`src/shared/mbk_params.svh`:
```
// Constants for the multiplexed I/O port bank
`ifndef MBK_PARAMS_SVH
`define MBK_PARAMS_SVH

// ----------------------------------------------------------------------
// Port widths
// ----------------------------------------------------------------------
`define MBK_W_ONE        6
`define MBK_W_WIDE       8
`define MBK_W_FIVE       3
`define MBK_W_ALL        33

// ----------------------------------------------------------------------
// Pin positions
// ----------------------------------------------------------------------
`define MBK_ONE_TMR_PIN  1
`define MBK_ONE_OD_LO    2
`define MBK_ONE_OD_HI    3
`define MBK_ONE_US_LO    4
`define MBK_ONE_US_HI    5
`define MBK_TWO_PWM_LO   2
`define MBK_TWO_PWM_HI   3

// ----------------------------------------------------------------------
// Register byte offsets
// ----------------------------------------------------------------------
`define MBK_OFS_ONE      8'h00
`define MBK_OFS_TWO      8'h04
`define MBK_OFS_DIR_TWO  8'h08
`define MBK_OFS_THREE    8'h0C
`define MBK_OFS_DIR_THR  8'h10
`define MBK_OFS_FOUR     8'h14
`define MBK_OFS_DIR_FOUR 8'h18
`define MBK_OFS_FIVE     8'h1C
`define MBK_OFS_DIR_FIVE 8'h20
`define MBK_OFS_MODE     8'h24

// ----------------------------------------------------------------------
// Reset values
// ----------------------------------------------------------------------
`define MBK_RST_LAT_ONE  6'h00
`define MBK_RST_LAT      8'h00
`define MBK_RST_LAT_FIVE 3'h0
`define MBK_RST_DIR      8'hFF
`define MBK_RST_DIR_FIVE 3'h7

`endif

```
`src/shared/mbk_pkg.sv`:
```
// Types for the multiplexed I/O port bank
package mbk_pkg;
  // Memory mode; the two processor-style modes own ports three to five
  typedef enum logic [1:0] {
    MBK_MODE_MCU  = 2'h0,
    MBK_MODE_EXT  = 2'h1,
    MBK_MODE_PROC = 2'h3,
    MBK_MODE_SEC  = 2'h2
  } mbk_mode_t;
endpackage

```
`src/verilog/mbk_port_bank.sv`:
```
// Five-port I/O bank with APB register access
// What this block does
// - Five ports, one to five, thirty-three pins in total.
// - Ports two to five have per-pin direction registers.
// - Port one is a 6-bit latch, no direction; reads return pins.
// - Processor memory modes turn ports three to five into system bus.
// - Enabled PWM or USART takes its pins over automatically.
// - Cleared direction bit drives pin; peripheral sees the driven level.
// - USART controls output enables of port one pins four and five.
// - Port one pin one carries the first timer's clock input.
// - Port one pins two, three open-drain: 0 pulls low, 1 floats.
// - Port one writes affect only the open-drain pins' drive.
// - Port read returns pin levels; write stores into output latch.
// - Bit ops read pins and write all bits back to latch.
// - Write takes effect at cycle end; read samples at cycle start.
`timescale 1ns/1ns
`include "mbk_params.svh"
module mbk_port_bank
  import mbk_pkg::*;
#(
  parameter mbk_mode_t RESET_MODE = MBK_MODE_MCU
) (
  input  wire logic                   CLK_SYS,
  input  wire logic                   RST_B,
  input  wire logic                   PSEL,
  input  wire logic                   PENABLE,
  input  wire logic                   PWRITE,
  input  wire logic [7:0]             PADDR,
  input  wire logic [31:0]            PWDATA,
  output logic      [31:0]            PRDATA,
  output logic                        PREADY,
  output logic                        PSLVERR,
  input  wire logic [`MBK_W_ONE-1:0]  PORT_ONE_IN,
  output logic      [`MBK_W_ONE-1:0]  PORT_ONE_OUT,
  output logic      [`MBK_W_ONE-1:0]  PORT_ONE_OE,
  input  wire logic [`MBK_W_WIDE-1:0] PORT_TWO_IN,
  output logic      [`MBK_W_WIDE-1:0] PORT_TWO_OUT,
  output logic      [`MBK_W_WIDE-1:0] PORT_TWO_OE,
  input  wire logic [`MBK_W_WIDE-1:0] PORT_THREE_IN,
  output logic      [`MBK_W_WIDE-1:0] PORT_THREE_OUT,
  output logic      [`MBK_W_WIDE-1:0] PORT_THREE_OE,
  input  wire logic [`MBK_W_WIDE-1:0] PORT_FOUR_IN,
  output logic      [`MBK_W_WIDE-1:0] PORT_FOUR_OUT,
  output logic      [`MBK_W_WIDE-1:0] PORT_FOUR_OE,
  input  wire logic [`MBK_W_FIVE-1:0] PORT_FIVE_IN,
  output logic      [`MBK_W_FIVE-1:0] PORT_FIVE_OUT,
  output logic      [`MBK_W_FIVE-1:0] PORT_FIVE_OE,
  input  wire logic [1:0]             PWM_EN,
  input  wire logic [1:0]             PWM_OUT,
  input  wire logic                   USART_EN,
  input  wire logic [1:0]             USART_OUT,
  input  wire logic [1:0]             USART_OE,
  output logic      [1:0]             USART_PIN_IN,
  output logic                        FIRST_TIMER_CLK,
  output logic      [`MBK_W_WIDE-1:0] PORT_TWO_PERIPH_IN,
  input  wire logic [15:0]            BUS_AD_OUT,
  input  wire logic                   BUS_AD_OE,
  input  wire logic [`MBK_W_FIVE-1:0] BUS_CTL_OUT,
  input  wire logic                   BUS_CTL_OE,
  output logic      [15:0]            BUS_AD_IN,
  output logic                        BUS_MODE
);

  // ----------------------------------------------------------------------
  // Pin synchronisers
  // ----------------------------------------------------------------------
  logic [`MBK_W_ALL-1:0]  pins_s;
  logic [`MBK_W_ONE-1:0]  one_s;
  logic [`MBK_W_WIDE-1:0] two_s;
  logic [`MBK_W_WIDE-1:0] three_s;
  logic [`MBK_W_WIDE-1:0] four_s;
  logic [`MBK_W_FIVE-1:0] five_s;

  mbk_sync #(.W(`MBK_W_ALL)) u_sync (
    .clk   (CLK_SYS),
    .rst_b (RST_B),
    .d     ({PORT_FIVE_IN, PORT_FOUR_IN, PORT_THREE_IN, PORT_TWO_IN, PORT_ONE_IN}),
    .q     (pins_s)
  );

  assign {five_s, four_s, three_s, two_s, one_s} = pins_s;

  // Pin levels include our own drive, so peripherals see what we output
  assign FIRST_TIMER_CLK     = one_s[`MBK_ONE_TMR_PIN];
  assign USART_PIN_IN        = one_s[`MBK_ONE_US_HI:`MBK_ONE_US_LO];
  assign PORT_TWO_PERIPH_IN  = two_s;
  assign BUS_AD_IN           = {four_s, three_s};

  // ----------------------------------------------------------------------
  // APB decode
  // ----------------------------------------------------------------------
  logic                   setup_ph;
  logic                   wr_acc;
  logic                   hit_one;
  logic                   hit_two;
  logic                   hit_dtwo;
  logic                   hit_three;
  logic                   hit_dthr;
  logic                   hit_four;
  logic                   hit_dfour;
  logic                   hit_five;
  logic                   hit_dfive;
  logic                   hit_mode;
  logic                   hit_any;
  logic [31:0]            rd_val;

  logic [`MBK_W_ONE-1:0]  lat_one_q;
  logic [`MBK_W_WIDE-1:0] lat_two_q;
  logic [`MBK_W_WIDE-1:0] lat_three_q;
  logic [`MBK_W_WIDE-1:0] lat_four_q;
  logic [`MBK_W_FIVE-1:0] lat_five_q;
  logic [`MBK_W_WIDE-1:0] dir_two_q;
  logic [`MBK_W_WIDE-1:0] dir_three_q;
  logic [`MBK_W_WIDE-1:0] dir_four_q;
  logic [`MBK_W_FIVE-1:0] dir_five_q;
  mbk_mode_t              mode_q;
  logic                   bus_mode;

  assign setup_ph  = PSEL && !PENABLE;
  assign wr_acc    = PSEL && PENABLE && PWRITE && PREADY;
  assign hit_one   = PADDR == `MBK_OFS_ONE;
  assign hit_two   = PADDR == `MBK_OFS_TWO;
  assign hit_dtwo  = PADDR == `MBK_OFS_DIR_TWO;
  assign hit_three = PADDR == `MBK_OFS_THREE;
  assign hit_dthr  = PADDR == `MBK_OFS_DIR_THR;
  assign hit_four  = PADDR == `MBK_OFS_FOUR;
  assign hit_dfour = PADDR == `MBK_OFS_DIR_FOUR;
  assign hit_five  = PADDR == `MBK_OFS_FIVE;
  assign hit_dfive = PADDR == `MBK_OFS_DIR_FIVE;
  assign hit_mode  = PADDR == `MBK_OFS_MODE;
  assign hit_any   = hit_one | hit_two | hit_dtwo | hit_three | hit_dthr | hit_four
                   | hit_dfour | hit_five | hit_dfive | hit_mode;

  // Port reads show pins, never latches; bit ops thus write pins back
  assign rd_val = hit_one   ? {26'h0, one_s} :
                  hit_two   ? {24'h0, two_s} :
                  hit_dtwo  ? {24'h0, dir_two_q} :
                  hit_three ? {24'h0, three_s} :
                  hit_dthr  ? {24'h0, dir_three_q} :
                  hit_four  ? {24'h0, four_s} :
                  hit_dfour ? {24'h0, dir_four_q} :
                  hit_five  ? {29'h0, five_s} :
                  hit_dfive ? {29'h0, dir_five_q} :
                  hit_mode  ? {30'h0, mode_q} : 32'h0;

  // ----------------------------------------------------------------------
  // APB answer
  // ----------------------------------------------------------------------
  // Pins sampled at the setup edge, i.e. the start of the access
  always_ff @(posedge CLK_SYS or negedge RST_B) begin
    if (!RST_B) begin
      PRDATA  <= 32'h0;
      PSLVERR <= 1'b0;
      PREADY  <= 1'b0;
    end else begin
      PREADY <= 1'b1;
      if (setup_ph) begin
        PRDATA  <= PWRITE ? 32'h0 : rd_val;
        PSLVERR <= !hit_any;
      end
    end
  end

  // ----------------------------------------------------------------------
  // Latches and direction registers
  // ----------------------------------------------------------------------
  // Writes land at the access edge, the end of the transfer
  always_ff @(posedge CLK_SYS or negedge RST_B) begin
    if (!RST_B) begin
      lat_one_q   <= `MBK_RST_LAT_ONE;
      lat_two_q   <= `MBK_RST_LAT;
      lat_three_q <= `MBK_RST_LAT;
      lat_four_q  <= `MBK_RST_LAT;
      lat_five_q  <= `MBK_RST_LAT_FIVE;
      dir_two_q   <= `MBK_RST_DIR;
      dir_three_q <= `MBK_RST_DIR;
      dir_four_q  <= `MBK_RST_DIR;
      dir_five_q  <= `MBK_RST_DIR_FIVE;
      mode_q      <= RESET_MODE;
    end else if (wr_acc) begin
      if (hit_one)   lat_one_q   <= PWDATA[`MBK_W_ONE-1:0];
      if (hit_two)   lat_two_q   <= PWDATA[`MBK_W_WIDE-1:0];
      if (hit_three) lat_three_q <= PWDATA[`MBK_W_WIDE-1:0];
      if (hit_four)  lat_four_q  <= PWDATA[`MBK_W_WIDE-1:0];
      if (hit_five)  lat_five_q  <= PWDATA[`MBK_W_FIVE-1:0];
      if (hit_dtwo)  dir_two_q   <= PWDATA[`MBK_W_WIDE-1:0];
      if (hit_dthr)  dir_three_q <= PWDATA[`MBK_W_WIDE-1:0];
      if (hit_dfour) dir_four_q  <= PWDATA[`MBK_W_WIDE-1:0];
      if (hit_dfive) dir_five_q  <= PWDATA[`MBK_W_FIVE-1:0];
      if (hit_mode)  mode_q      <= mbk_mode_t'(PWDATA[1:0]);
    end
  end

  // ----------------------------------------------------------------------
  // Pin drive selection
  // ----------------------------------------------------------------------
  logic [`MBK_W_ONE-1:0]  one_out_d;
  logic [`MBK_W_ONE-1:0]  one_oe_d;
  logic [`MBK_W_WIDE-1:0] two_out_d;
  logic [`MBK_W_WIDE-1:0] two_oe_d;
  logic [`MBK_W_WIDE-1:0] three_out_d;
  logic [`MBK_W_WIDE-1:0] three_oe_d;
  logic [`MBK_W_WIDE-1:0] four_out_d;
  logic [`MBK_W_WIDE-1:0] four_oe_d;
  logic [`MBK_W_FIVE-1:0] five_out_d;
  logic [`MBK_W_FIVE-1:0] five_oe_d;
  logic [1:0]             us_out;
  logic [1:0]             us_oe;
  logic [1:0]             od_oe;

  assign bus_mode = (mode_q == MBK_MODE_EXT) || (mode_q == MBK_MODE_PROC);

  // Latch drives only the open-drain pair; the rest follow USART or float
  assign us_out    = USART_EN ? USART_OUT : 2'h0;
  assign us_oe     = USART_EN ? USART_OE : 2'h0;
  assign od_oe     = ~lat_one_q[`MBK_ONE_OD_HI:`MBK_ONE_OD_LO];
  assign one_out_d = {us_out, 4'h0};
  assign one_oe_d  = {us_oe, od_oe, 2'h0};

  // PWM overrides whatever the direction bit holds
  assign two_out_d = {lat_two_q[7:4],
                      PWM_EN[1] ? PWM_OUT[1] : lat_two_q[`MBK_TWO_PWM_HI],
                      PWM_EN[0] ? PWM_OUT[0] : lat_two_q[`MBK_TWO_PWM_LO],
                      lat_two_q[1:0]};
  assign two_oe_d  = {~dir_two_q[7:4],
                      PWM_EN[1] | ~dir_two_q[`MBK_TWO_PWM_HI],
                      PWM_EN[0] | ~dir_two_q[`MBK_TWO_PWM_LO],
                      ~dir_two_q[1:0]};

  assign three_out_d = bus_mode ? BUS_AD_OUT[7:0] : lat_three_q;
  assign three_oe_d  = bus_mode ? {8{BUS_AD_OE}} : ~dir_three_q;
  assign four_out_d  = bus_mode ? BUS_AD_OUT[15:8] : lat_four_q;
  assign four_oe_d   = bus_mode ? {8{BUS_AD_OE}} : ~dir_four_q;
  assign five_out_d  = bus_mode ? BUS_CTL_OUT : lat_five_q;
  assign five_oe_d   = bus_mode ? {3{BUS_CTL_OE}} : ~dir_five_q;

  // Registered pin drive keeps outputs glitch free
  always_ff @(posedge CLK_SYS or negedge RST_B) begin
    if (!RST_B) begin
      PORT_ONE_OUT   <= 6'h00;
      PORT_ONE_OE    <= 6'h00;
      PORT_TWO_OUT   <= 8'h00;
      PORT_TWO_OE    <= 8'h00;
      PORT_THREE_OUT <= 8'h00;
      PORT_THREE_OE  <= 8'h00;
      PORT_FOUR_OUT  <= 8'h00;
      PORT_FOUR_OE   <= 8'h00;
      PORT_FIVE_OUT  <= 3'h0;
      PORT_FIVE_OE   <= 3'h0;
      BUS_MODE       <= 1'b0;
    end else begin
      PORT_ONE_OUT   <= one_out_d;
      PORT_ONE_OE    <= one_oe_d;
      PORT_TWO_OUT   <= two_out_d;
      PORT_TWO_OE    <= two_oe_d;
      PORT_THREE_OUT <= three_out_d;
      PORT_THREE_OE  <= three_oe_d;
      PORT_FOUR_OUT  <= four_out_d;
      PORT_FOUR_OE   <= four_oe_d;
      PORT_FIVE_OUT  <= five_out_d;
      PORT_FIVE_OE   <= five_oe_d;
      BUS_MODE       <= bus_mode;
    end
  end
endmodule

```
`src/verilog/mbk_sync.sv`:
```
// Two flip-flop synchroniser for pin inputs
`timescale 1ns/1ns
module mbk_sync #(
  parameter int W = 1
) (
  input  wire logic         clk,
  input  wire logic         rst_b,
  input  wire logic [W-1:0] d,
  output logic      [W-1:0] q
);
  logic [W-1:0] meta_q;

  always_ff @(posedge clk or negedge rst_b) begin
    if (!rst_b) begin
      meta_q <= '0;
      q      <= '0;
    end else begin
      meta_q <= d;
      q      <= meta_q;
    end
  end
endmodule

```
`config.mk`:
```
export PLATFORM = sky130hd
export DESIGN_NAME = mbk_port_bank
export DESIGN_NICKNAME = d
export VERILOG_FILES = /design/src/shared/mbk_pkg.sv /design/src/verilog/mbk_port_bank.sv /design/src/verilog/mbk_sync.sv
export VERILOG_INCLUDE_DIRS = /design/src /design/src/shared
export SDC_FILE = /design/constraint.sdc
export NUM_CORES = 1
export LEC_CHECK = 0
export BUFFER_PORTS_ARGS = -buffer_cell sky130_fd_sc_hd__buf_2
export CAP_MARGIN = 20
export CORE_ASPECT_RATIO = 1.4
export CORE_MARGIN = 4
export CORE_UTILIZATION = 54
export DETAILED_ROUTE_END_ITERATION = 6
export PLACE_DENSITY = 0.84
export SLEW_MARGIN = 15
export SYNTH_ARGS = -nofsm -noshare
export SYNTH_HDL_FRONTEND = slang
export SYNTH_HIERARCHICAL = 1
export SYNTH_SLANG_ARGS = --single-unit
```
`constraint.sdc`:
```
create_clock -name CLK_SYS -period 2.43 [get_ports CLK_SYS]
set_input_delay 0 -clock CLK_SYS [delete_from_list [all_inputs] [get_ports CLK_SYS]]
set_output_delay 0 -clock CLK_SYS [all_outputs]
set_load 0.02 [all_outputs]
```
# Word-level counts from Yosys, hierarchy flattened
# Index checks and enable logic that the tools add are counted.
dict set report totals {
  register_bits 221
  latch_bits 0
  ram_bits 0
  mem_bits_ro 0
  output_inout_bits 128
  elab_cells 95
  mem_count 0
}
dict set report op_classes {
  n_addsub 0
  mul 0
  n_div 0
  n_lt_le_gt_ge 0
  eq_ne 11
  shifts 0
  n_mux 21
  bitwise_logic 19
  reduce_logical 18
}
# op count
set ops {}
lappend ops {{two-way mux 8 bit} 12}
lappend ops {{== test 8 x 5 -> 1 bit, second input constant} 4}
lappend ops {{AND reduction 2 bit} 10}
lappend ops {{== test 8 x 4 -> 1 bit, second input constant} 2}
lappend ops {{== test 8 x 6 -> 1 bit, second input constant} 2}
lappend ops {{NOT 8 bit} 2}
lappend ops {{two-way mux 3 bit} 4}
lappend ops {{bitwise OR 1 bit} 11}
lappend ops {{== test 8 x 3 -> 1 bit, second input constant} 1}
lappend ops {{zero test 8 bit} 1}
lappend ops {{two-way mux 2 bit} 3}
lappend ops {{logical AND 1 bit} 4}
lappend ops {{NOT 2 bit} 2}
lappend ops {{NOT 4 bit} 1}
lappend ops {{NOT 3 bit} 1}
lappend ops {{== test 2 x 1 -> 1 bit, second input constant} 1}
lappend ops {{== test 2 bit, second input constant} 1}
lappend ops {{zero test 1 bit} 2}
lappend ops {{two-way mux 1 bit} 2}
lappend ops {{NOT 1 bit} 2}
lappend ops {{logical OR 1 bit} 1}

# Longest topological paths before layout
dict set report logic_depth {
  word_depth 12
  mapped_depth 7
  mapped_depth_nobuf 5
}

# Modules after synthesis
# Netlist, hierarchy kept.
# module n_inst cells_each area_per_inst_um2 seq_area_each_um2
set modules_own_cells {}
lappend modules_own_cells {mbk_port_bank 1 441 5693.0 3261.9}
lappend modules_own_cells {mbk_sync 1 66 1651.6 1651.6}

# Least setup slack after synthesis
# Ideal clock, no wire load.
dict set report synth_timing {
  kind {reg2reg}
  from {reg PREADY}
  to {reg lat_four_q[0]}
  setup_ps 125
  arrival_ps 1574
  t_required_ps 2305
  path_slack_ps 731
  path_stages_with_launch 7
  path_buffers 2
  period_less_slack_ps 1699
  path_cell_list {dfrtp_1 and4_1 buf_2 and2_1 buf_4 nand2_2 mux2_2}
}
dict set report synth_between {
  elab_chain_cells 2
}
# item line_no
set synth_lines {}
lappend synth_lines {{start, declared} mbk_port_bank.sv:31} ;# output logic PREADY,
lappend synth_lines {{start signal, assigned} mbk_port_bank.sv:154} ;# PREADY <= 1'b0;
lappend synth_lines {{start signal, assigned} mbk_port_bank.sv:156} ;# PREADY <= 1'b1;
lappend synth_lines {{logical AND 1 bit} mbk_port_bank.sv:120} ;# assign wr_acc = PSEL && PENABLE && PWRITE && PREADY;
lappend synth_lines {{AND reduction 2 bit (no line)} -}
lappend synth_lines {{end signal, assigned} mbk_port_bank.sv:173} ;# lat_four_q <= `MBK_RST_LAT;
lappend synth_lines {{end signal, assigned} mbk_port_bank.sv:184} ;# if (hit_four) lat_four_q <= PWDATA[`MBK_W_WIDE-1:0];
lappend synth_lines {{end, declared} mbk_port_bank.sv:110} ;# logic [`MBK_W_WIDE-1:0] lat_four_q;
# No other way between the ends.
# A chain may end at the register's enable or synchronous reset.

# Final worst setup path
dict set report layout_timing {
  from {reg PREADY}
  to {reg lat_four_q[6]}
}
# The elaborated chain is that of the path after synthesis.

==> impl_metrics.json <==
{
  "gp_congestion": 0.9240,
  "insertion_delay_ns": 0.42,
  "final-hold-violation-count": 0,
  "min_path_type": "input pin to flop",
  "synth-seq-cells": 195,
  "hpwl_um": 12730,
  "synth_top_area_cell": "dfrtp_1",
  "async_reset_ff_share_pct": 100.0,
  "pwr-share-seq_pct": 50.6,
  "vias": 4945,
  "regToRegStartpoint": "PREADY",
  "arrival_ns": 1.93,
  "final_area_mm2": 0.009713,
  "wirelength_um": 18460,
  "grt.overflow.total": 0,
  "cts_tree": "done",
  "clock-skew-final_ns": 0.01100,
  "grt_pass1_vias": 5461,
  "post-synth-top-count-cell": "dfrtp_1",
  "synth-seq-area-share_pct": 66.90,
  "cts_buffers": 17,
  "max_slew_margin_pct": 49.62,
  "cts_sinks": 195,
  "reg2reg_depth": 4,
  "p_leak_nw": 4.602,
  "power_switching_mw": 1.644,
  "synth_top_area_share_pct": 57.24,
  "drc": 0,
  "maxCapViolations": 0,
  "grt_util_all_layers_pct": 24.58,
  "first_pass_iters": 4,
  "critPathKind": "flop to flop",
  "first_iter_violations": 279,
  "core_area_mm2": 0.01333,
  "fin_crit_sh_pct": 66.98,
  "fmaxAchievable_ghz": 0.6144,
  "cts_root_buffer": "clkbuf_16",
  "ys_types": 55,
  "pwr-share-clk_pct": 41.7,
  "worst-path-max-fanout": 8,
  "r2r_end": "lat_four_q[6]",
  "place_area_mm2": 0.008379,
  "outcome": "finished clean",
  "clockBufferDepth": 2,
  "synth_area_leaders": "dfrtp_1 (57%), dfstp_2 (9.7%), mux2_2 (9.4%)",
  "worstSetupStartpointType": "flop",
  "hp-start": "PWDATA[1]",
  "fp.dieH_um": 146.0,
  "grt_start_max_net_pins": 87,
  "grt_pass1_wl_um": 29390,
  "wl_per_cell_um": 19.07,
  "synth_area_mm2": 0.007345,
  "post-cts-setup-buffers": 0,
  "tightest_slew_ns": 0.7495,
  "synth_area_per_cell_um2": 14.49,
  "synth_commonest_cells": "dfrtp_1 (168), mux2_2 (61), buf_4 (31), dfstp_2 (27), a21oi_1 (23)",
  "fin_tns_setup_ns": 0,
  "crit_required_ns": 2.73,
  "whs_endpoint": "lat_two_q[1]",
  "start_util_pct": 55.12,
  "detail_route.vias_per_cell": 5.108,
  "power_density_mw_per_mm2": 685.3,
  "clk_pin_slew_worst_paths_ns": 0.07,
  "fin_ws_ns": 0.8024,
  "setup-violations-final": 0,
  "synth_ff_type": "dfrtp_1",
  "antenna_found_initial": 0,
  "min_path_cells": 2,
  "io_pins": 236,
  "whs_ns": 0.02615,
  "period_needed_ns": 1.628,
  "p_comb_share_pct": 7.7,
  "rsz0062_at_grt": "false",
  "fin_cells": 968,
  "ant_nets": 0,
  "drive_gt1_share_pct": 43.69,
  "irDropWorstVdd_uv": 653.1,
  "synth_edf_count": 0,
  "maxSlewViolCount": 0,
  "p_int_mw": 5.012,
  "switching_share_pct": 24.70,
  "largestRegisters": "u_sync/meta_q (33), u_sync/q (33)",
  "place_ws_ns": 0.5483,
  "die_area_mm2": 0.01556,
  "num_rows": 50,
  "cts_max_level": 4,
  "portBuffers": 181,
  "r2r_setup_slack_ns": 0.80,
  "area_growth_pct": 32.25,
  "crit_path_end_kind": "flop",
  "fin_nets": 880,
  "synth_cells": 507,
  "die_w_um": 106.6,
  "yosysWarnings": 6,
  "placed_cells": 861
}
-- worst max-delay path by stage --
stage,from,to,depth (start not counted)
finish,PREADY,lat_four_q[6],4
global route,PREADY,dir_three_q[5],4
floorplan,PREADY,lat_four_q[0],6
detailed placement,PADDR[3],lat_one_q[3],5
global placement,PADDR[3],PRDATA[7],6
CTS,PREADY,lat_four_q[6],4
-- metrics by stage --
step / util [%] / power (mW)
after global routing: 72.87 / 6.883
after detailed placement: 62.88 / 3.847
final: 72.89 / 6.656
after floorplan: - / 3.642
after global placement: 62.88 / 3.833
after CTS: 72.87 / 6.677
-- cell type report --
cell class | count | area (um^2)
Antenna cell | 1 | 2.502
Clock buffer | 18 | 429.2
Clock inverter | 14 | 161.4
Fill cell | 890 | 3612
Inverter | 10 | 37.54
Multi-Input combinational cell | 283 | 2198
Sequential cell | 195 | 4913
Tap cell | 182 | 227.7
Timing Repair Buffer | 265 | 1743
-- power groups by stage --
stage,sequential (mW),clock (mW),combinational (mW)
floorplan,3.47,0,0.172
global placement,3.42,0,0.408
detailed placement,3.43,0,0.418
CTS,3.37,2.80,0.512
global route,3.37,2.95,0.558
finish,3.37,2.77,0.515
-- critical path, stage by stage (launching register included) --
cell and delay, ns:
dfrtp_1 0.34, and4_1 0.33, and2_1 0.31, nand2_2 0.21, mux2_2 0.33
-- layout by cell type, fill, tap and decap left out, types with 3 or more instances in the layout --
cell type,Yosys,final
conb_1,2,31
and2_1,7,7
nand2b_1,6,6
nor2_1,7,7
buf_4,31,9
inv_8,0,4
nand3_1,8,8
mux2_1,8,8
inv_1,10,10
a21oi_1,23,23
buf_2,6,180
and4_1,3,3
nor3_1,4,4
a2111oi_0,4,4
dfstp_2,27,27
dfrtp_1,168,168
mux2i_1,9,9
mux2_4,11,11
or2_2,3,3
nor2b_1,4,4
a22oi_1,4,4
nand2_2,5,5
o21ai_1,8,8
clkbuf_16,0,17
or3_1,3,3
inv_6,0,5
clkinv_4,0,3
dlygate4sd3_1,0,74
mux2_2,61,61
and3_1,4,4
o21ai_0,12,12
nand2_1,21,21
-- metal layers --
metal	vias to the layer above	GRT usage, %	part of all wire (%)
met5	-	0	0
met4	0	10.68	4.1
met2	186	43.76	53
met3	51	4.616	4.8
met1	2459	28.67	38
li1	2249	-	-
-- kinds of logic after synthesis --
group | share of synthesized area, %
simple gates | 8.535
other cells | 0.1023
buf+inv | 4.651
mux | 14.05
compound gates | 5.758
flops | 66.90
-- what timing repair did --
action,4_1_cts,5_1_grt
hold buffers,74,0
gates resized for setup,0,0
endpoints found under the hold margin,178,0
Power figures use the tool's default switching activity.
